[config.mk]
export PLATFORM = sky130hd
export DESIGN_NAME = syn_serial_port
export DESIGN_NICKNAME = d
export VERILOG_FILES = /design/src/hw/syn_pkg.sv /design/src/hw/syn_serial_port.sv /design/src/hw/syn_fifo.sv
export SDC_FILE = /design/constraint.sdc
export NUM_CORES = 1
export LEC_CHECK = 0
export ABC_AREA = 1
export BUFFER_PORTS_ARGS = -buffer_cell sky130_fd_sc_hd__buf_4
export CORE_MARGIN = 5
export CORE_UTILIZATION = 55
export CTS_BUF_LIST = sky130_fd_sc_hd__clkbuf_4 sky130_fd_sc_hd__clkbuf_8
export DETAILED_ROUTE_END_ITERATION = 10
export GPL_TIMING_DRIVEN = 0
export PLACE_DENSITY = 0.72
export RECOVER_POWER = 100
export SLEW_MARGIN = 15
export SYNTH_ARGS = -nofsm -noshare
export SYNTH_HDL_FRONTEND = slang
export SYNTH_SLANG_ARGS = --single-unit
[constraint.sdc]
create_clock -name clk_i -period 4.7 [get_ports clk_i]
set_input_delay 0.705 -clock clk_i [delete_from_list [all_inputs] [get_ports clk_i]]
set_output_delay 0.705 -clock clk_i [all_outputs]
set_load 0.1 [all_outputs]
[src/hw/syn_pkg.sv]
// constants and types shared by the synchronous serial port design
package syn_pkg;
	// ----------------------------------------------------------------
	// sizes
	// ----------------------------------------------------------------
	localparam int DATA_W = 16;
	localparam int FIFO_DEPTH = 8;
	localparam int PTR_W = 3;
	localparam int CNT_W = 4;
	localparam logic [4:0] DATA_BITS = 5'h10;
	localparam logic [3:0] MIN_SIZE_CODE = 4'h3;
	localparam logic [4:0] MIN_BITS = 5'h04;

	// ----------------------------------------------------------------
	// register byte offsets
	// ----------------------------------------------------------------
	localparam logic [5:0] OFS_CR0 = 6'h00;
	localparam logic [5:0] OFS_CR1 = 6'h04;
	localparam logic [5:0] OFS_DATA = 6'h08;
	localparam logic [5:0] OFS_STAT = 6'h0C;
	localparam logic [5:0] OFS_PRESCALE = 6'h10;
	localparam logic [5:0] OFS_IMASK = 6'h14;
	localparam logic [5:0] OFS_RAW = 6'h18;
	localparam logic [5:0] OFS_MASKED = 6'h1C;
	localparam logic [5:0] OFS_ICLR = 6'h20;
	localparam logic [5:0] OFS_DMA = 6'h24;

	// ----------------------------------------------------------------
	// field positions
	// ----------------------------------------------------------------
	localparam int BIT_TX = 3;
	localparam int BIT_RX = 2;
	localparam int BIT_TO = 1;
	localparam int BIT_OVR = 0;
	localparam int BIT_TX_DMA = 1;
	localparam int BIT_RX_DMA = 0;
	localparam int BIT_ENABLE = 1;

	// ----------------------------------------------------------------
	// reset values, encodings and counts
	// ----------------------------------------------------------------
	localparam logic [3:0] SIZE_RST = 4'h0;
	localparam logic [1:0] FMT_RST = 2'h0;
	localparam logic [7:0] RATE_RST = 8'h00;
	localparam logic [6:0] PRESCALE_RST = 7'h00;
	localparam logic [3:0] IMASK_RST = 4'h0;
	localparam logic [1:0] DMA_RST = 2'h0;
	localparam logic [1:0] FMT_SPI = 2'h0;
	localparam logic [1:0] FMT_SSI = 2'h1;
	localparam logic [1:0] FMT_MW = 2'h2;
	localparam logic [3:0] TX_LOW_MARK = 4'h4;
	localparam logic [3:0] RX_HIGH_MARK = 4'h4;
	localparam logic [5:0] IDLE_BITS = 6'h20;

	typedef enum logic [1:0] {ST_IDLE, ST_SYNC, ST_SHIFT} syn_state_t;
endpackage

[src/hw/syn_serial_port.sv]
// synchronous serial port master with status, clear, dma enable and prescaler
module syn_serial_port (
	input wire logic clk_i,
	input wire logic resetn_i,
	input wire logic [5:0] avs_address_i,
	input wire logic avs_read_i,
	input wire logic avs_write_i,
	input wire logic [31:0] avs_writedata_i,
	input wire logic [3:0] avs_byteenable_i,
	output logic [31:0] avs_readdata_o,
	output logic avs_waitrequest_o,
	input wire logic serial_data_in_i,
	output logic serial_data_out_o,
	output logic serial_bit_clock_o,
	output logic serial_frame_o,
	output logic tx_dma_req_o,
	output logic rx_dma_req_o,
	output logic combined_port_interrupt_o
);
	// ----------------------------------------------------------------
	// declarations
	// ----------------------------------------------------------------
	logic wait_r;
	logic [31:0] rdata_r;
	logic [31:0] rd_val;
	logic wr_acc;
	logic rd_acc;
	logic [3:0] size_r;
	logic [1:0] fmt_r;
	logic [7:0] rate_r;
	logic enable_r;
	logic [6:0] prescale_r;
	logic [3:0] imask_r;
	logic [1:0] dma_en_r;
	logic din_meta_r;
	logic din_sync_r;
	logic [6:0] pre_cnt_r;
	logic [6:0] pre_last;
	logic [7:0] post_cnt_r;
	logic pre_tick;
	logic edge_tick;
	logic phase_r;
	logic bit_tick;
	syn_pkg::syn_state_t state_r;
	logic sclk_r;
	logic frame_r;
	logic sync_cnt_r;
	logic [4:0] bit_cnt_r;
	logic [4:0] size_bits;
	logic [15:0] tx_shift_r;
	logic [15:0] rx_shift_r;
	logic start;
	logic frame_done;
	logic frame_idle;
	logic busy;
	logic tx_push;
	logic rx_pop;
	logic [15:0] tx_head;
	logic [15:0] rx_head;
	logic [3:0] tx_count;
	logic [3:0] rx_count;
	logic tx_full;
	logic tx_empty;
	logic rx_full;
	logic rx_empty;
	logic [5:0] idle_cnt_r;
	logic to_flag_r;
	logic ovr_flag_r;
	logic to_set;
	logic ovr_set;
	logic to_clr;
	logic ovr_clr;
	logic [3:0] raw;
	logic [3:0] masked;
	logic irq_r;
	logic tx_dma_r;
	logic rx_dma_r;

	assign avs_waitrequest_o = wait_r;
	assign avs_readdata_o = rdata_r;
	assign serial_data_out_o = tx_shift_r[15];
	assign serial_bit_clock_o = sclk_r;
	assign serial_frame_o = frame_r;
	assign tx_dma_req_o = tx_dma_r;
	assign rx_dma_req_o = rx_dma_r;
	assign combined_port_interrupt_o = irq_r;

	// ----------------------------------------------------------------
	// bus slave: one wait state, then the request is taken
	// ----------------------------------------------------------------
	assign wr_acc = avs_write_i && !wait_r;
	assign rd_acc = avs_read_i && !wait_r;

	always_ff @(posedge clk_i or negedge resetn_i) begin
		if (!resetn_i) begin
			wait_r <= 1'b1;
		end else if ((avs_read_i || avs_write_i) && wait_r) begin
			wait_r <= 1'b0;
		end else begin
			wait_r <= 1'b1;
		end
	end

	always_ff @(posedge clk_i or negedge resetn_i) begin
		if (!resetn_i) begin
			rdata_r <= 32'h0000_0000;
		end else if (avs_read_i && wait_r) begin
			rdata_r <= rd_val;
		end
	end

	always_comb begin
		rd_val = 32'h0000_0000;
		case (avs_address_i)
			syn_pkg::OFS_CR0: rd_val[15:0] = {rate_r, 2'h0, fmt_r, size_r};
			syn_pkg::OFS_CR1: rd_val[syn_pkg::BIT_ENABLE] = enable_r;
			syn_pkg::OFS_DATA: rd_val[15:0] = rx_head;
			syn_pkg::OFS_STAT: rd_val[4:0] = {busy, rx_full, !rx_empty, !tx_full, tx_empty};
			syn_pkg::OFS_PRESCALE: rd_val[7:0] = {prescale_r, 1'b0};
			syn_pkg::OFS_IMASK: rd_val[3:0] = imask_r;
			syn_pkg::OFS_RAW: rd_val[3:0] = raw;
			syn_pkg::OFS_MASKED: rd_val[3:0] = masked;
			syn_pkg::OFS_DMA: rd_val[1:0] = dma_en_r;
			default: rd_val = 32'h0000_0000;
		endcase
	end

	// ----------------------------------------------------------------
	// control registers
	// ----------------------------------------------------------------
	always_ff @(posedge clk_i or negedge resetn_i) begin
		if (!resetn_i) begin
			size_r <= syn_pkg::SIZE_RST;
			fmt_r <= syn_pkg::FMT_RST;
			rate_r <= syn_pkg::RATE_RST;
			enable_r <= 1'b0;
		end else if (wr_acc) begin
			if (avs_address_i == syn_pkg::OFS_CR0 && avs_byteenable_i[0]) begin
				size_r <= avs_writedata_i[3:0];
				fmt_r <= avs_writedata_i[5:4];
			end
			if (avs_address_i == syn_pkg::OFS_CR0 && avs_byteenable_i[1]) begin
				rate_r <= avs_writedata_i[15:8];
			end
			if (avs_address_i == syn_pkg::OFS_CR1 && avs_byteenable_i[0]) begin
				enable_r <= avs_writedata_i[syn_pkg::BIT_ENABLE];
			end
		end
	end

	always_ff @(posedge clk_i or negedge resetn_i) begin
		if (!resetn_i) begin
			prescale_r <= syn_pkg::PRESCALE_RST;
			imask_r <= syn_pkg::IMASK_RST;
			dma_en_r <= syn_pkg::DMA_RST;
		end else if (wr_acc && avs_byteenable_i[0]) begin
			if (avs_address_i == syn_pkg::OFS_PRESCALE) begin
				prescale_r <= avs_writedata_i[7:1];
			end
			if (avs_address_i == syn_pkg::OFS_IMASK) begin
				imask_r <= avs_writedata_i[3:0];
			end
			if (avs_address_i == syn_pkg::OFS_DMA) begin
				dma_en_r <= avs_writedata_i[1:0];
			end
		end
	end

	assign tx_push = wr_acc && avs_address_i == syn_pkg::OFS_DATA && avs_byteenable_i[0];
	assign rx_pop = rd_acc && avs_address_i == syn_pkg::OFS_DATA;
	assign to_clr = wr_acc && avs_address_i == syn_pkg::OFS_ICLR && avs_byteenable_i[0]
		&& avs_writedata_i[syn_pkg::BIT_TO];
	assign ovr_clr = wr_acc && avs_address_i == syn_pkg::OFS_ICLR && avs_byteenable_i[0]
		&& avs_writedata_i[syn_pkg::BIT_OVR];

	// ----------------------------------------------------------------
	// fifos
	// ----------------------------------------------------------------
	syn_fifo u_tx_fifo (
		.clk_i(clk_i),
		.resetn_i(resetn_i),
		.push_i(tx_push),
		.wdata_i(avs_writedata_i[15:0]),
		.pop_i(start),
		.rdata_o(tx_head),
		.count_o(tx_count),
		.full_o(tx_full),
		.empty_o(tx_empty)
	);

	syn_fifo u_rx_fifo (
		.clk_i(clk_i),
		.resetn_i(resetn_i),
		.push_i(frame_done),
		.wdata_i(rx_shift_r),
		.pop_i(rx_pop),
		.rdata_o(rx_head),
		.count_o(rx_count),
		.full_o(rx_full),
		.empty_o(rx_empty)
	);

	// ----------------------------------------------------------------
	// clock divider
	// ----------------------------------------------------------------
	// the first stage counts half the even divisor and the clock toggles,
	// so each edge lands mid-period; divisors below two act as two
	assign pre_last = (prescale_r == 7'h00) ? 7'h00 : 7'(prescale_r - 7'h01);
	assign pre_tick = (pre_cnt_r == pre_last);
	assign edge_tick = pre_tick && (post_cnt_r == rate_r);
	assign bit_tick = edge_tick && phase_r;

	always_ff @(posedge clk_i or negedge resetn_i) begin
		if (!resetn_i) begin
			pre_cnt_r <= 7'h00;
			post_cnt_r <= 8'h00;
			phase_r <= 1'b0;
		end else begin
			pre_cnt_r <= pre_tick ? 7'h00 : 7'(pre_cnt_r + 7'h01);
			if (edge_tick) begin
				post_cnt_r <= 8'h00;
			end else if (pre_tick) begin
				post_cnt_r <= 8'(post_cnt_r + 8'h01);
			end
			// two edges per bit: period is divisor times rate plus one
			if (edge_tick) begin
				phase_r <= !phase_r;
			end
		end
	end

	// ----------------------------------------------------------------
	// shift engine
	// ----------------------------------------------------------------
	always_ff @(posedge clk_i or negedge resetn_i) begin
		if (!resetn_i) begin
			din_meta_r <= 1'b0;
			din_sync_r <= 1'b0;
		end else begin
			din_meta_r <= serial_data_in_i;
			din_sync_r <= din_meta_r;
		end
	end

	assign size_bits = (size_r < syn_pkg::MIN_SIZE_CODE) ? syn_pkg::MIN_BITS
		: 5'({1'b0, size_r} + 5'h01);
	assign frame_idle = (fmt_r != syn_pkg::FMT_SSI);
	assign start = state_r == syn_pkg::ST_IDLE && enable_r && !tx_empty && edge_tick;
	assign frame_done = state_r == syn_pkg::ST_SHIFT && enable_r && edge_tick && sclk_r
		&& bit_cnt_r == size_bits;
	assign busy = (state_r != syn_pkg::ST_IDLE) || !tx_empty;

	always_ff @(posedge clk_i or negedge resetn_i) begin
		if (!resetn_i) begin
			state_r <= syn_pkg::ST_IDLE;
			sclk_r <= 1'b0;
			frame_r <= 1'b1;
			sync_cnt_r <= 1'b0;
			bit_cnt_r <= 5'h00;
			tx_shift_r <= 16'h0000;
			rx_shift_r <= 16'h0000;
		end else if (!enable_r) begin
			// disabling mid-word abandons it; the partial word is dropped
			state_r <= syn_pkg::ST_IDLE;
			sclk_r <= 1'b0;
			frame_r <= frame_idle;
		end else begin
			case (state_r)
				syn_pkg::ST_IDLE: begin
					frame_r <= frame_idle;
					if (start) begin
						tx_shift_r <= 16'(tx_head << (syn_pkg::DATA_BITS - size_bits));
						rx_shift_r <= 16'h0000;
						bit_cnt_r <= 5'h00;
						sync_cnt_r <= 1'b0;
						frame_r <= !frame_idle;
						state_r <= (fmt_r == syn_pkg::FMT_SSI) ? syn_pkg::ST_SYNC
							: syn_pkg::ST_SHIFT;
					end
				end
				syn_pkg::ST_SYNC: begin
					if (edge_tick) begin
						sync_cnt_r <= 1'b1;
						if (sync_cnt_r) begin
							frame_r <= 1'b0;
							state_r <= syn_pkg::ST_SHIFT;
						end
					end
				end
				syn_pkg::ST_SHIFT: begin
					if (edge_tick && !sclk_r) begin
						sclk_r <= 1'b1;
						rx_shift_r <= {rx_shift_r[14:0], din_sync_r};
						bit_cnt_r <= 5'(bit_cnt_r + 5'h01);
					end else if (edge_tick) begin
						sclk_r <= 1'b0;
						if (bit_cnt_r == size_bits) begin
							frame_r <= frame_idle;
							state_r <= syn_pkg::ST_IDLE;
						end else begin
							tx_shift_r <= {tx_shift_r[14:0], 1'b0};
						end
					end
				end
				default: state_r <= syn_pkg::ST_IDLE;
			endcase
		end
	end

	// ----------------------------------------------------------------
	// status flags
	// ----------------------------------------------------------------
	// reading data restarts the idle window, so only unserviced data times out
	assign to_set = !rx_empty && state_r == syn_pkg::ST_IDLE && !start && bit_tick
		&& idle_cnt_r == 6'(syn_pkg::IDLE_BITS - 6'h01);
	assign ovr_set = frame_done && rx_full && !rx_pop;

	always_ff @(posedge clk_i or negedge resetn_i) begin
		if (!resetn_i) begin
			idle_cnt_r <= 6'h00;
		end else if (start || rx_empty || rx_pop || to_clr) begin
			idle_cnt_r <= 6'h00;
		end else if (state_r == syn_pkg::ST_IDLE && bit_tick
			&& idle_cnt_r != syn_pkg::IDLE_BITS) begin
			idle_cnt_r <= 6'(idle_cnt_r + 6'h01);
		end
	end

	always_ff @(posedge clk_i or negedge resetn_i) begin
		if (!resetn_i) begin
			to_flag_r <= 1'b0;
		end else if (to_set) begin
			to_flag_r <= 1'b1;
		end else if (start || to_clr) begin
			to_flag_r <= 1'b0;
		end
	end

	always_ff @(posedge clk_i or negedge resetn_i) begin
		if (!resetn_i) begin
			ovr_flag_r <= 1'b0;
		end else if (ovr_set) begin
			ovr_flag_r <= 1'b1;
		end else if (ovr_clr) begin
			ovr_flag_r <= 1'b0;
		end
	end

	assign raw[syn_pkg::BIT_TX] = (tx_count <= syn_pkg::TX_LOW_MARK) || !enable_r;
	assign raw[syn_pkg::BIT_RX] = (rx_count >= syn_pkg::RX_HIGH_MARK);
	assign raw[syn_pkg::BIT_TO] = to_flag_r;
	assign raw[syn_pkg::BIT_OVR] = ovr_flag_r;
	assign masked = raw & imask_r;

	always_ff @(posedge clk_i or negedge resetn_i) begin
		if (!resetn_i) begin
			irq_r <= 1'b0;
			tx_dma_r <= 1'b0;
			rx_dma_r <= 1'b0;
		end else begin
			irq_r <= |masked;
			tx_dma_r <= dma_en_r[syn_pkg::BIT_TX_DMA] && enable_r
				&& tx_count <= syn_pkg::TX_LOW_MARK;
			rx_dma_r <= dma_en_r[syn_pkg::BIT_RX_DMA] && enable_r
				&& rx_count >= syn_pkg::RX_HIGH_MARK;
		end
	end
endmodule

[src/hw/syn_fifo.sv]
// eight-entry word fifo with registered head data
module syn_fifo (
	input wire logic clk_i,
	input wire logic resetn_i,
	input wire logic push_i,
	input wire logic [15:0] wdata_i,
	input wire logic pop_i,
	output logic [15:0] rdata_o,
	output logic [3:0] count_o,
	output logic full_o,
	output logic empty_o
);
	logic [15:0] mem_r [syn_pkg::FIFO_DEPTH];
	logic [2:0] wr_ptr_r;
	logic [2:0] rd_ptr_r;
	logic [2:0] rd_nxt;
	logic [3:0] count_r;
	logic [15:0] head_r;
	logic do_push;
	logic do_pop;

	assign empty_o = (count_r == 4'h0);
	assign full_o = (count_r == 4'(syn_pkg::FIFO_DEPTH));
	assign count_o = count_r;
	assign rdata_o = head_r;
	assign do_pop = pop_i && !empty_o;
	// a full fifo still takes a word when one leaves in the same cycle
	assign do_push = push_i && (!full_o || do_pop);
	assign rd_nxt = do_pop ? 3'(rd_ptr_r + 3'h1) : rd_ptr_r;

	// ----------------------------------------------------------------
	// storage
	// ----------------------------------------------------------------
	for (genvar i = 0; i < syn_pkg::FIFO_DEPTH; i++) begin : g_entry
		always_ff @(posedge clk_i) begin
			if (do_push && wr_ptr_r == 3'(i)) begin
				mem_r[i] <= wdata_i;
			end
		end
	end

	// ----------------------------------------------------------------
	// pointers and head register
	// ----------------------------------------------------------------
	always_ff @(posedge clk_i or negedge resetn_i) begin
		if (!resetn_i) begin
			wr_ptr_r <= 3'h0;
			rd_ptr_r <= 3'h0;
			count_r <= 4'h0;
			head_r <= 16'h0000;
		end else begin
			if (do_push) begin
				wr_ptr_r <= 3'(wr_ptr_r + 3'h1);
			end
			rd_ptr_r <= rd_nxt;
			count_r <= 4'(count_r + {3'h0, do_push} - {3'h0, do_pop});
			// the word being written becomes head when nothing older is left
			if (do_push && count_r == {3'h0, do_pop}) begin
				head_r <= wdata_i;
			end else begin
				head_r <= mem_r[rd_nxt];
			end
		end
	end
endmodule

Word level (Yosys, flattened, before mapping) --
Memories as Yosys holds them, arrays and structs flattened. Index checks and enable logic that the tools add are counted.
Storage, ports and cells: flip-flop bits (word level) 168, latch bits 0, memories kept 2, RAM bits 256, memory bits (read-only) 0, output and inout bits 39, word-level logic and storage cells 359
Memories:
- u_rx_fifo.mem_r | words 8, width 16, read ports 1, clocked after Yosys merged registers in 0, write ports 1, RTL line syn_fifo.sv:13 | logic [15:0] mem_r [syn_pkg::FIFO_DEPTH];
- u_tx_fifo.mem_r | words 8, width 16, read ports 1, clocked after Yosys merged registers in 0, write ports 1, RTL line syn_fifo.sv:13
Operators by class: $lt $le $gt $ge 3, multiplexer cells 131, bitwise logic cells 1, shift operators 1, equal/unequal tests 51, add/sub/neg operators 15, multipliers 0, reduce and logical (&&, ||, !) cells 120, div/mod/pow operators 0
Operators with widths (number):
- $mux W16 | 22
- $reduce_or A16 Y1 | 14
- $mux W1 | 64
- $pmux W16 S2 | 2
- $logic_and A1 B1 Y1 | 59
- $mux W3 | 16
- $eq A6 B5 Y1 const B | 5
- $eq A3 B3 Y1 const B | 8
- $reduce_and A6 Y1 | 3
- $mux W2 | 8
- $mux W8 | 2
- $pmux W8 S2 | 1
- $shl A16 B5 Y16 | 1
- $mux W5 | 3
- $ne A3 B3 Y1 const B | 5
- $mux W7 | 2
- $pmux W2 S7 | 1
- $reduce_and A2 Y1 | 7
- $reduce_bool A2 Y1 | 7
- $add A3 B1 Y3 const B | 4
- $eq A3 B2 Y1 const B | 4
- $eq A6 B4 Y1 const B | 2
- $eq A6 B6 Y1 const B | 2
- $mux W6 | 2
- other kinds (45) | 78

Depth between registers and ports, before layout --
Gate-level depths: netlist (run 1).
depth after elaboration 19, depth in mapped cells 24, mapped depth without buffers 20

Hierarchy --
Synthesis (run 1) repeated with hierarchy kept, for this count alone.
Unflattened totals: cell total of the unflattened synthesis 2296, area, all modules 20898.8 sq um
Modules (own cells, without submodules):
- syn_fifo | area an instance 6920.4 sq um, instances 2, seq. area each 4494.3 sq um, cells each 664
- syn_serial_port | area an instance 7058.0 sq um, instances 1, seq. area each 2905.3 sq um, cells each 968

Least setup slack after synthesis (run 1) --
Ideal clock, no wire load.
path kind flip-flop to flip-flop, from reg prescale_r[0], to mem u_tx_fifo.mem_r[4][0] (enable), slack 0.872 ns, arrival time 3.419 ns, required time 4.291 ns, cell stages (with the launch flop) 19, clock period less this slack 3.828 ns, cells stage by stage dfrtp_1 > clkinv_1 > ha_1 > nand2_1 > nor2_1 > nand2_2 > buf_6 > nand2_1 > nand2_1 > nand2_1 > nor2_1 > nand2_1 > nor2_4 > nand3_2 > buf_6 > nand3_2 > nand3_2 > clkbuf_1 > nor3_1
On the way: cells in the longest elaborated chain, start to end 19, elaborated cells on any way between the ends 54
RTL lines:
- from (decl) | RTL line syn_serial_port.sv:32 | logic [6:0] prescale_r;
- from (signal assigned) | RTL line syn_serial_port.sv:153 | prescale_r <= syn_pkg::PRESCALE_RST;
- from (signal assigned) | RTL line syn_serial_port.sv:158 | prescale_r <= avs_writedata_i[7:1];
- $sub A7 B1 Y7 or $logic_not A7 Y1 (tied branches) | RTL line syn_serial_port.sv:208 | assign pre_last = (prescale_r == 7'h00) ? 7'h00 : 7'(prescale_r - 7'h01);
- $mux W7 * | RTL line syn_serial_port.sv:208
- $eq A7 B7 Y1 * | RTL line syn_serial_port.sv:209 | assign pre_tick = (pre_cnt_r == pre_last);
- $logic_and A1 B1 Y1 * | RTL line syn_serial_port.sv:210 | assign edge_tick = pre_tick && (post_cnt_r == rate_r);
- $logic_and A1 B1 Y1 * | RTL line syn_serial_port.sv:248 | assign start = state_r == syn_pkg::ST_IDLE && enable_r && !tx_empty && edge_tick;
- $logic_and A1 B1 Y1 * | RTL line syn_fifo.sv:26 | assign do_pop = pop_i && !empty_o;
- $logic_or A1 B1 Y1 * | RTL line syn_fifo.sv:28 | assign do_push = push_i && (!full_o || do_pop);
- $logic_and A1 B1 Y1 * | RTL line syn_fifo.sv:28
- $logic_and A1 B1 Y1 | RTL line syn_fifo.sv:36 | if (do_push && wr_ptr_r == 3'(i)) begin
- $mux W1 | RTL line syn_fifo.sv:36
- $mux W1 (not written as such) | RTL line syn_fifo.sv:37 | mem_r[i] <= wdata_i;
- $reduce_or A16 Y1 (no line)
- $mux W3 (no line) or $mux W1 (tied branches) (7 in a row)
- to (decl) | RTL line syn_fifo.sv:13
Mark *: on every way between the ends. The rest lies on a longest branch, timed or not.

Final worst setup path (run 1) --
from reg prescale_r[0], to reg u_rx_fifo.head_r[5], in the netlist u_rx_fifo.rdata_o[5]
On the way: cells in the longest elaborated chain, start to end 10, elaborated cells on any way between the ends 11
RTL lines:
- $sub A7 B1 Y7 or $logic_not A7 Y1 (tied branches) | RTL line syn_serial_port.sv:208
- $mux W7 * | RTL line syn_serial_port.sv:208
- $eq A7 B7 Y1 * | RTL line syn_serial_port.sv:209
- $logic_and A1 B1 Y1 * | RTL line syn_serial_port.sv:210
- $logic_and A1 B1 Y1 * (2 in a row) | RTL line syn_serial_port.sv:249 | assign frame_done = state_r == syn_pkg::ST_SHIFT && enable_r && edge_tick && sclk_r
- $logic_and A1 B1 Y1 * | RTL line syn_serial_port.sv:250 | && bit_cnt_r == size_bits;
- $logic_and A1 B1 Y1 * | RTL line syn_fifo.sv:28
- $logic_and A1 B1 Y1 * | RTL line syn_fifo.sv:58 | if (do_push && count_r == {3'h0, do_pop}) begin
- $mux W16 * | RTL line syn_fifo.sv:58
- to (signal assigned) | RTL line syn_fifo.sv:59 | head_r <= wdata_i;
- to (signal assigned) | RTL line syn_fifo.sv:61 | head_r <= mem_r[rd_nxt];
- to (decl) | RTL line syn_fifo.sv:18 | logic [15:0] head_r;
Marked as above. A chain may end at the register's enable or synchronous reset.

==> summary.md, run 1 <==
| Metric | Value |
|---|---|
| Peak supply drop | 0.3174 mV |
| Post-CTS Repair Setup Buffers | 0 |
| Clk sinks | 424 |
| Share of flip-flops with an asynchronous set or reset | 0.3962 |
| Total gr overflow | 0 |
| Net Sw Frac | 0.2687 |
| Endpoint arrival time on the critical path | 4.80 ns |
| Number of I/O port buffers | 51 |
| Final ANT Viol Nets | 0 |
| CTS tree | built |
| Worst-path cell chain | clkinv_1, ha_1, nand2_1, nor2_1, nand2_1, buf_6, nand2_1, nand2_1, nand2_1, nor2_1, nand2_1, nor2_4, nand2_1, nor4_1, nand3_1, inv_1, clkbuf_2, nand2_1, o21ai_0 |
| I/O Pins | 86 |
| Status | complete, but fails checks |
| Seq/Total Area, Yosys | 0.6043 |
| Area of the multi-input gates | 0.006447 mm^2 |
| Die width | 199.2 um |
| Initial DRC count | 1288 |
| Gate power share | 0.130 |
| Dpl ws | 0.6502 ns |
| Largest net degree at the start of global routing | 95 |
| First-pass GRT wire length | 76.70 mm |
| P per Cell Area | 391.9 mW/mm^2 |
| Die ar. | approximately 0.040 mm^2 |
| Register area | 0.01189 mm^2 |
| Post-layout util | 0.6273 |
| Vias in the first global route | 14670 |
| Post-synth cell types | 52 |
| Final setup violation count | 0 |
| Drt total wl | 47.95 mm |
| Via/cell ratio | 5.550 |
| CP Capture Type | flip-flop |
| Clock Latency Late Sink | 0.61 ns |
| Starting Density | 0.5547 |
| Initial antenna violation count | 0 |
| Biggest cell delay along the critical path | 0.57 ns |
| Kind of critical path | flip-flop to flip-flop |
| Setup WS post-layout | 0.3722 ns |
| Slew Limit Fails | 75 |
| Share of layout cells above drive strength 1 | 0.1038 |
| Cts bufs inserted | 71 |
| Synthesized cell area | 0.01968 mm^2 |
| Cell Area, Placed | 0.02096 mm^2 |
| Core area | 0.03548 mm^2 |
| Final nets | ~2200 |
| ANT cells | 0 |
| Design Area, Final | 0.02226 mm^2 |
| # fillers | about 2900 |
| GR Util All Layers | 0.2465 |
| Clock Power Share | 0.391 |
| Pint | 0.006379 W |
| Clk buf depth | 3 |
| Fin crit share | 0.9208 |
| Worst path required time | 5.17 ns |
| Failing checks | capacitance limit, slew limit |
| P_sw | 0.002344 W |
| Routed WL per cell | 17.98 um |
| Pleak | 9.590 nW |
| Row cnt | 69 |
| Final Hold Fails | 0 |
| CP Launch Type | flip-flop |
| Worst-path fanout max | 10 |
| Post-CTS Hold Buffers | 0 |
| Root Buffer | clkbuf_8 |
| Slowest CP cell | nor4_1 |
| Synth Register Bits | 424 |
| Rel. slew slack | -1.528 |
| RSZ-0062 raised after global routing | no |
| Worst hold slack | ~0.23 ns |
| CP delay by family, top | simple AND/OR/NAND/NOR gates |
| Worst-Margin Slew | 3.792 ns |
| DRT Pass-1 Iters | 7 |
| Commonest non-fill, non-tap cell in the layout | nand2_1 |
| Post-CTS sizing | 0 |
| Syn Inst Count | 1996 |
| DR vias | 14800 |
| Worst clock skew | 0.02097 ns |
| Most frequent CP cell | nand2_1 |
| Max Cap Viol | 1 |
| Most frequent cells in the layout | nand2_1 (384), edfxtp_1 (256), inv_1 (226) |
| Tmin final | 4.328 ns |
| Area delta synth->final | 13.08% |
| Number of synthesized flops with an enable pin | 256 |
| Min-delay worst type | input pin to flip-flop |
| Ys Warns | 0 |
| Seq pwr share | 0.479 |
| Avg Inst Size Synth | 9.861 um^2 |
| H-Tree Depth | 3 |
| Gpl congestion | roughly 0.91 |
| DP HPWL | 34.00 mm |
| Clock transition at path regs | roughly 0.060 ns |
| Ys flop type | edfxtp_1 |
| Die Span Y | 199.2 um |
| DRC | 0 |
| Max Clk Rate | 231.1 MHz |
| Buf+Inv Stages, Crit Path | 4 |
==> power groups by stage <==
stage	clock (W)	sequential, W	combinational [W]
finish	0.00341	0.00418	0.00114
global route	0.00365	0.00419	0.00128
CTS	0.00347	0.00417	0.00117
detailed placement	0	0.00425	0.00116
global placement	0	0.00424	0.00112
floorplan	0	0.00433	0.000727
==> registers in the layout, indices dropped and copies added (netlist names), 3 cells and up <==
| signal | flops |
|---|---|
| u_rx_fifo.wr_ptr_r | 3 |
| u_tx_fifo.rd_ptr_r | 3 |
| imask_r | 4 |
| u_rx_fifo.rd_ptr_r | 3 |
| pre_cnt_r | 7 |
| u_rx_fifo.mem_r | 128 |
| u_tx_fifo.count_o | 4 |
| rx_shift_r | 16 |
| size_r | 4 |
| u_rx_fifo.count_o | 4 |
| avs_readdata_o | 16 |
| u_tx_fifo.rdata_o | 16 |
| bit_cnt_r | 5 |
| idle_cnt_r | 6 |
| post_cnt_r | 8 |
| rate_r | 8 |
| tx_shift_r | 16 |
| u_tx_fifo.wr_ptr_r | 3 |
| u_rx_fifo.rdata_o | 16 |
| u_tx_fifo.mem_r | 128 |
| prescale_r | 7 |
==> final timing paths <==
kind	start	to	slack (ns)	depth (start not counted)
hold / removal	serial_data_in_i	din_meta_r	0.23	1
hold reg to reg	din_meta_r	din_sync_r	0.35	0
max in group asynchronous	resetn_i	rate_r[1]	1.00	1
min in group asynchronous	resetn_i	u_tx_fifo.rdata_o[9]	1.54	1
setup / recovery	prescale_r[0]	u_rx_fifo.rdata_o[5]	0.37	19
setup reg to reg	prescale_r[0]	u_rx_fifo.rdata_o[5]	0.37	19
==> through the flow <==
step	power [W]	TNS [ns]	std cells
finish	0.008723	0	2667
global route	0.009123	0	2667
CTS	0.008813	0	2667
detailed placement	0.005408	0	2539
global placement	0.005357	-18.00	2523
floorplan	0.005056	0	2011
==> kinds of logic after synthesis <==
group	after synthesis	share of synthesized area
AO/OA/AOI/OAI	318	0.08938
XOR/XNOR	25	0.01112
adder cells (fa/ha/maj)	41	0.02683
buffers and inverters	330	0.07145
flip-flops	424	0.6043
multiplexers	6	0.003242
other	1	0.0001905
AND/OR/NAND/NOR	851	0.1935
==> worst reg2reg max path: cells and delay by family, from the launching register on <==
| family | cells | cell delay [ns] |
|---|---|---|
| fa+ha+maj | 1 | 0.34 |
| compound gates | 1 | 0.15 |
| simple gates | 13 | 2.25 |
| flops | 1 | 0.35 |
| buf+inv | 4 | 1.09 |
==> synthesized netlist by cell type (30+ instances only) <==
| library cell | instances | share of area |
|---|---|---|
| nor2_1 | 166 | 0.032 |
| ha_1 | 39 | 0.025 |
| o22ai_1 | 34 | 0.011 |
| a21oi_1 | 47 | 0.012 |
| o21ai_0 | 169 | 0.043 |
| nand3b_1 | 52 | 0.020 |
| nand3_1 | 183 | 0.047 |
| inv_1 | 224 | 0.043 |
| clkbuf_1 | 47 | 0.0090 |
| nand2_1 | 380 | 0.072 |
| nor3_1 | 30 | 0.0076 |
| edfxtp_1 | 256 | 0.39 |
| dfrtp_1 | 166 | 0.21 |
==> layout make-up <==
class / instances / area share
buffer: 97 / 0.02344
clock buffer: 110 / 0.06015
clock inverter: 18 / 0.007645
inverter: 233 / 0.03929
multi-input combinational: 1257 / 0.2897
sequential: 424 / 0.5344
tap: 461 / 0.02591
timing repair buffer: 67 / 0.01951
==> routing by layer <==
layer	up-vias	global-route usage	wire, um
met5	-	0	0
met4	0	0.09397	1713
met3	105	0.04637	3403
met2	584	0.4184	23710
met1	7064	0.3170	19120
li1	7049	-	-
No activity file was read; power rests on OpenSTA's default activity.
==> inputs of run 2 (changes only) <==
Settings changed: CORE_UTILIZATION 55 to 45, PLACE_DENSITY 0.72 to unset.
==> run 2 against run 1 <==
Compared with the run above: the flow still finishes with violations (capacitance limit, slew limit); final cell count up 4.9%; hold slack worse by 0.016 ns; clock-buffer cell count down 1; die area up 21%; global-route usage down 2.8 points; total power down 0.35%; sequential power about the same; highest routed layer unchanged.
==> summary.md, run 2 (synthesized netlist as in run 1, its figures left out) <==
| Metric | Value |
|---|---|
| Root Buffer | clkbuf_8 |
| WHS Path Cells | 2 (+1) |
| Failing checks | capacitance limit, slew limit |
| Gate power share | 0.132 (+0.002) |
| R2R Setup Slk | 0.38 ns (about the same) |
| CTS tree | built |
| Buf+Inv Stages, Crit Path | 4 (unchanged) |
| Kind of critical path | flip-flop to flip-flop |
| ANT cells | 0 (unchanged) |
| Seq pwr share | 0.481 (+0.002) |
| Drt total wl | 52.02 mm (+8.5%) |
| # fillers | 3979 (+37%) |
| Worst-path cell chain | clkinv_1, ha_1, nand2_1, nor2_1, nand2_2, buf_6, nand2_1, nand2_1, nand3_1, a21oi_1, nand2_1, nor2_2, nand4_1, nor2_2, inv_1, nor2_2, buf_6 |
| Pleak | 9.589 nW (about the same) |
| CP delay by family, top | simple AND/OR/NAND/NOR gates |
| Worst path required time | 5.02 ns (-0.15 ns) |
| Starting Density | 0.4559 (-0.09879) |
| R2R Path End | u_rx_fifo.mem_r[7][1] |
| Slew Limit Fails | 97 (+29%) |
| RSZ-0062 raised after global routing | no |
| Post-CTS Repair Setup Buffers | 0 (unchanged) |
| P_sw | 0.002425 W (+3.5%) |
| Gpl congestion | 0.8951 (-1.4%) |
| DRC | 0 (unchanged) |
| Die ar. | 0.04802 mm^2 (+21%) |
| Post-CTS sizing | 0 (unchanged) |
| DP HPWL | 36.63 mm (+7.7%) |
| Die width | 219.1 um (+10%) |
| Critical Path Stages | 17 (-2) |
| Clock Power Share | 0.386 (-0.005) |
| Share of layout cells above drive strength 1 | 0.1035 (-0.0003284) |
| Clock transition at path regs | 0.06 ns (about the same) |
| Critical Path End | u_rx_fifo.mem_r[7][1] |
| CP startpoint | prescale_r[0] |
| Tmin final | 4.323 ns (-0.004899 ns) |
| Clk sinks | 424 (unchanged) |
| Initial DRC count | 1406 (+9.2%) |
| Worst-Margin Slew | 2.665 ns (-1.127 ns) |
| Design Area, Final | 0.02239 mm^2 (+0.59%) |
| Net Sw Frac | 0.2790 (+0.01032) |
| Clock Latency Late Sink | 0.64 ns (+0.03 ns) |
| Fin crit share | 0.9198 (-0.001042) |
| Area delta synth->final | 13.75% |
| P per Cell Area | 388.2 mW/mm^2 (-0.94%) |
| Rel. slew slack | -0.7763 (+0.7516) |
| Peak supply drop | 0.2756 mV (-13%) |
| Final nets | 2243 (+0.18%) |
| H-Tree Depth | 3 (unchanged) |
| CP Capture Type | flip-flop |
| Largest net degree at the start of global routing | 98 (+3.2%) |
| Initial antenna violation count | 1 (+1) |
| Clk buf depth | 3 (unchanged) |
| Endpoint arrival time on the critical path | 4.65 ns (-0.15 ns) |
| Dpl ws | 0.3719 ns (-0.2783 ns) |
| Post-CTS Hold Buffers | 0 (unchanged) |
| Cts bufs inserted | 71 (unchanged) |
| Vias in the first global route | 14250 (-2.9%) |
| Die Span Y | 219.1 um (+10%) |
| Final cell count without fillers | 2798 (+4.9%) |
| Post-layout util | 0.5186 (-0.1087) |
| Largest regs | u_rx_fifo.mem_r: 128 flops, u_tx_fifo.mem_r: 128 flops |
| Core area | 0.04317 mm^2 (+22%) |
| Worst clock skew | 0.03486 ns (+0.01389 ns) |
| Min-delay worst type | input pin to flip-flop |
| Pint | 0.006267 W (-1.8%) |
| Biggest cell delay along the critical path | 0.49 ns (-0.08 ns) |
| Commonest non-fill, non-tap cell in the layout | nand2_1 |
| Total gr overflow | 0 (unchanged) |
| Via/cell ratio | 5.262 (-5.2%) |
| Cell Area, Placed | 0.02117 mm^2 (+0.98%) |
| Total power draw | 0.008692 W (-0.35%) |
| I/O Pins | 86 (unchanged) |
| Slowest CP cell | nor2_2 |
| FF-to-FF Start | prescale_r[0] |
| Max Cap Viol | 1 (unchanged) |
| Most frequent cells in the layout | nand2_1 (382), edfxtp_1 (256), inv_1 (226) |
| DR vias | 14720 (-0.54%) |
| DRT Pass-1 Iters | 5 (-2) |
| Setup WS post-layout | 0.3771 ns (+0.004899 ns) |
| GR Util All Layers | 0.2186 (-0.02786) |
| Number of I/O port buffers | 51 (unchanged) |
| First-pass GRT wire length | 81.10 mm (+5.7%) |
| Status | complete, but fails checks |
| Final setup violation count | 0 (unchanged) |
| Most frequent CP cell | nand2_1 |
| Cells on worst reg2reg path | 17 (-2) |
| Worst-path fanout max | 10 (unchanged) |
| Final ANT Viol Nets | 0 (unchanged) |
| Total placed cells including tap cells | 2667 (+5.0%) |
| Row cnt | 76 (+10%) |
| CP Launch Type | flip-flop |
| Max Clk Rate | 231.3 MHz (+0.11%) |
| Final Hold Fails | 0 (unchanged) |
| Routed WL per cell | 18.59 um (+3.4%) |
run 2: worst min-delay path by stage:
stage                      from                    to  slack (ns)
6_report            avs_write_i     avs_waitrequest_o        0.22
5_1_grt        serial_data_in_i            din_meta_r        0.19
4_1_cts                resetn_i  u_tx_fifo.rdata_o[7]        0.11
3_5_place_dp         din_meta_r            din_sync_r        0.34
3_3_place_gp         din_meta_r            din_sync_r        0.34
2_1_floorplan        din_meta_r            din_sync_r        0.33
run 2: worst register-to-register path, cell delays in order, from the launching register on:
cell,delay [ns]
dfrtp_1,0.35
clkinv_1,0.24
ha_1,0.35
nand2_1,0.11
nor2_1,0.05
nand2_2,0.12
buf_6,0.14
nand2_1,0.06
nand2_1,0.09
nand3_1,0.09
a21oi_1,0.13
nand2_1,0.16
nor2_2,0.46
nand4_1,0.32
nor2_2,0.42
inv_1,0.19
nor2_2,0.49
buf_6,0.25
run 2: final cells by class:
| cell class | instances | area [um^2] | share of cell area |
|---|---|---|---|
| buffer | 97 | 523.0 | 0.02336 |
| clock buffer | 109 | 1331 | 0.05946 |
| clock inverter | 22 | 135.1 | 0.006036 |
| inverter | 233 | 874.6 | 0.03906 |
| multi-input combinational | 1257 | 6454 | 0.2883 |
| sequential | 424 | 11890 | 0.5312 |
| tap | 585 | 732.0 | 0.03269 |
| timing repair buffer | 71 | 445.4 | 0.01989 |
run 2: stage by stage:
stage               TNS [ns]  hold WS, ns
finish                     0       0.2179
global route               0       0.1871
CTS                        0       0.1124
detailed placement         0       0.3427
global placement      -72.36       0.3382
floorplan                  0       0.3312
run 2: power by group through the flow:
stage / clock, W / combinational, W / sequential (W)
floorplan: 0 / 0.000727 / 0.00433
global placement: 0 / 0.00115 / 0.00425
detailed placement: 0 / 0.00118 / 0.00425
CTS: 0.00343 / 0.00118 / 0.00418
global route: 0.00361 / 0.00128 / 0.00420
finish: 0.00336 / 0.00115 / 0.00418
run 2: per-layer routing:
| layer | share of wire | GRT usage | up-vias |
|---|---|---|---|
| met5 | 0 | 0 | - |
| met2 | 0.44 | 0.3278 | 469 |
| met4 | 0.019 | 0.06029 | 0 |
| li1 | - | - | 7052 |
| met1 | 0.47 | 0.3279 | 7128 |
| met3 | 0.068 | 0.04152 | 73 |
==> inputs of run 3 (changes only) <==
Settings changed: SYNTH_HIERARCHICAL set to 1.
==> run 3 against run 2 <==
Compared with the run above: the flow still finishes with violations (capacitance limit, slew limit); total power grew 2.9%; die area is 5.9% higher; worst setup slack worse by 0.029 ns; sequential share of layout area is 3.2 points lower; clock-buffer cell count rose by 12; combinational power grew 8%; routed wire length is 11% higher; critical path depth increased by 7; via count rose by 11%; sequential power hardly changed; synthesized cell count is 15% higher; clock skew shrank 0.0012 ns; critical path type unchanged; critical endpoint is now u_rx_fifo/count_o[2].
==> summary.md, run 3 <==
| Metric | Value |
|---|---|
| Commonest non-fill, non-tap cell in the layout | nand2_1 |
| Clock transition at path regs | 0.06 ns (about the same) |
| Syn Inst Count | 2296 (+15%) |
| Final setup violation count | 0 (unchanged) |
| Register area | 0.01189 mm^2 (unchanged) |
| Most frequent cells in the layout | nand2_1 (485), nand3_1 (477), inv_1 (383) |
| Max Cap Viol | 1 (unchanged) |
| Final nets | 2548 (+14%) |
| Status | complete, but fails checks |
| GR Util All Layers | 0.2264 (+0.007719) |
| H-Tree Depth | 3 (unchanged) |
| Clock Latency Late Sink | 0.66 ns (+0.02 ns) |
| Area delta synth->final | 13.91% |
| Worst path required time | 5.23 ns (+0.21 ns) |
| Drt total wl | 57.79 mm (+11%) |
| Root Buffer | clkbuf_8 |
| Share of layout cells above drive strength 1 | 0.1293 (+0.02578) |
| Synth top area cells | edfxtp_1 (37%), dfrtp_1 (20%), nand3_1 (11%) |
| Worst-path cell chain | inv_1, ha_1, nand2_1, nor2_2, nand2_2, buf_6, nand2_1, nand2_1, nand2_1, nand2_1, nor2_2, nand3_2, buf_2, nor4_2, nand2_1, inv_1, buf_2, buf_4, nand2_1, nand2_1, ha_1, inv_1, fa_1, xnor2_1 |
| Failing checks | capacitance limit, slew limit |
| Final Hold Fails | 0 (unchanged) |
| Routed WL per cell | 18.46 um (-0.69%) |
| Peak supply drop | 0.2452 mV (-11%) |
| Ys Warns | 6 (+6) |
| Area of the multi-input gates | 0.007008 mm^2 (+8.6%) |
| Die width | 225.5 um (+2.9%) |
| First-pass GRT wire length | 89.04 mm (+9.8%) |
| Yosys top cell area share | 0.3678 (-0.02273) |
| Setup tns final | 0 ns (unchanged) |
| Tmin final | 4.352 ns (+0.02889 ns) |
| Die ar. | 0.05085 mm^2 (+5.9%) |
| Slew Limit Fails | 69 (-29%) |
| Fin crit share | 0.9259 (+0.006147) |
| Number of synthesized flops with an enable pin | 256 (unchanged) |
| CP Capture Type | flip-flop |
| DRC | 0 (unchanged) |
| Row cnt | 79 (+3.9%) |
| Worst-path fanout max | 10 (unchanged) |
| CP Launch Type | flip-flop |
| Max Clk Rate | 229.8 MHz (-0.66%) |
| Rel. slew slack | -1.277 (-0.5009) |
| Starting Density | 0.4518 (-0.004144) |
| Slowest CP cell | dfrtp_1 |
| Cell taking the most area after synthesis | edfxtp_1 |
| P per Cell Area | 375.7 mW/mm^2 (-3.2%) |
| DP HPWL | 41.61 mm (+14%) |
| Cts bufs inserted | 76 (+7.0%) |
| Post-synth cell types | 49 (-5.8%) |
| Seq/Total Area, Yosys | 0.5691 (-0.03517) |
| Pleak | 10.95 nW (+14%) |
| Ys flop type | edfxtp_1 |
| Min-delay worst type | input pin to flip-flop |
| Post-layout util | 0.5146 (-0.003974) |
| Largest net degree at the start of global routing | 101 (+3.1%) |
| Initial antenna violation count | 1 (unchanged) |
| Post-CTS Repair Setup Buffers | 0 (unchanged) |
| Worst clock skew | 0.03370 ns (-0.001157 ns) |
| Avg Inst Size Synth | 9.102 um^2 (-7.7%) |
| Kind of critical path | flip-flop to flip-flop |
| Worst-Margin Slew | 3.416 ns (+0.7513 ns) |
| Synth Register Bits | 424 (unchanged) |
| Buf+Inv Stages, Crit Path | 7 (+3) |
| Largest regs | u_rx_fifo/mem_r: 128 flops, u_tx_fifo/mem_r: 128 flops |
| Synthesized cell area | 0.02090 mm^2 (+6.2%) |
| I/O Pins | 86 (unchanged) |
| Final ANT Viol Nets | 0 (unchanged) |
| Clk sinks | 424 (unchanged) |
| Initial DRC count | 1547 (+10%) |
| Endpoint arrival time on the critical path | 4.89 ns (+0.24 ns) |
| Share of flip-flops with an asynchronous set or reset | 0.3962 (unchanged) |
| Biggest cell delay along the critical path | 0.38 ns (-0.11 ns) |
| # fillers | 4337 (+9.0%) |
| Core area | 0.04626 mm^2 (+7.2%) |
| Commonest cells in the netlist | nand2_1 (483), nand3_1 (477), inv_1 (383) |
| Die Span Y | 225.5 um (+2.9%) |
| CTS tree | built |
| Vias in the first global route | 15660 (+9.9%) |
| Total gr overflow | 0 (unchanged) |
| Most frequent CP cell | nand2_1 |
| Number of I/O port buffers | 51 (unchanged) |
| Gpl congestion | 0.9157 (+2.3%) |
| Via/cell ratio | 5.236 (-0.48%) |
| DR vias | 16390 (+11%) |
| Clk buf depth | 3 (unchanged) |
| DRT Pass-1 Iters | 5 (unchanged) |
| CP delay by family, top | simple AND/OR/NAND/NOR gates |
| Most common cell in the netlist | nand2_1 |
run 3: changes by cell type after synthesis, moves of 13 or more:
cell      before  now
nand3b_1      52   20
o21ai_0      169   90
o22ai_1       34    6
nand3_1      183  477
nand2_2        5   18
nand2_1      380  483
o21ai_1       27    1
buf_4         18   35
buf_2         20   53
inv_1        224  383
a21oi_1       47   34
nor2_1       166   77
clkbuf_1      47   19
run 3: per-stage QoR:
stage	cells	setup WS (ns)	power [W]	cell area, um^2	hold slack, ns
floorplan	2311	0.7286	0.005109	20960	0.3312
global placement	2969	-1.227	0.005460	22100	0.3354
detailed placement	2992	-0.05285	0.005494	22390	0.3394
CTS	3129	0.08953	0.009055	23960	0.1042
global route	3129	-0.02636	0.009371	23800	0.1558
finish	3130	0.3482	0.008945	23810	0.1928
run 3: cell families (layout without fill, tap and decap cells):
logic type,count (synthesis),in the layout,share of synthesized area
simple gates,1134,1134,0.2459
buf+inv,502,713,0.1014
flops,424,424,0.5691
compound gates,164,164,0.04544
fa+ha+maj,37,37,0.02287
xor+xnor,26,26,0.01090
mux,8,8,0.004191
other cells,1,17,0.0001794
run 3: final timing paths:
| check | end | slack (ns) | cells after the start | startpoint |
|---|---|---|---|---|
| min in group asynchronous | pre_cnt_r[5] | 1.95 | 2 | resetn_i |
| max in group asynchronous | u_rx_fifo/count_o[0] | 0.80 | 2 | resetn_i |
| worst min register to register | din_sync_r | 0.35 | 0 | din_meta_r |
| worst max register to register | u_rx_fifo/count_o[2] | 0.35 | 24 | prescale_r[0] |
| worst max-delay path | u_rx_fifo/count_o[2] | 0.35 | 24 | prescale_r[0] |
| worst min-delay path | din_meta_r | 0.19 | 1 | serial_data_in_i |
run 3: what timing repair did:
item | CTS | global route
hold buffers | 1 | 0
setup endpoints to repair | 5 | 33
endpoints found under the hold margin | 28 | 0
resized for setup | 1 | 2
run 3: cell type report:
cell class | instances | area share
flip-flops and latches | 424 | 0.4996
multi-input cells | 1385 | 0.2944
inverters | 390 | 0.06149
clock buffers | 121 | 0.05997
well taps | 607 | 0.03190
plain buffers | 112 | 0.02743
repair buffers | 75 | 0.01966
clock inverters | 15 | 0.005466
diodes | 1 | 0.0001051
run 3: per-layer routing:
layer	part of all wire	GRT usage	up-vias
li1	-	-	7853
met1	0.44	0.3176	7800
met2	0.45	0.3505	616
met3	0.077	0.04715	119
met4	0.029	0.08298	2
met5	0.00022	0	-
run 3: power breakdown:
group | switching (W) | internal, W | total (W)
clock | 0.00155 | 0.00199 | 0.00354
sequential | 0.000109 | 0.00406 | 0.00417
combinational | 0.000884 | 0.000355 | 0.00124
total | 0.00254 | 0.00640 | 0.00894
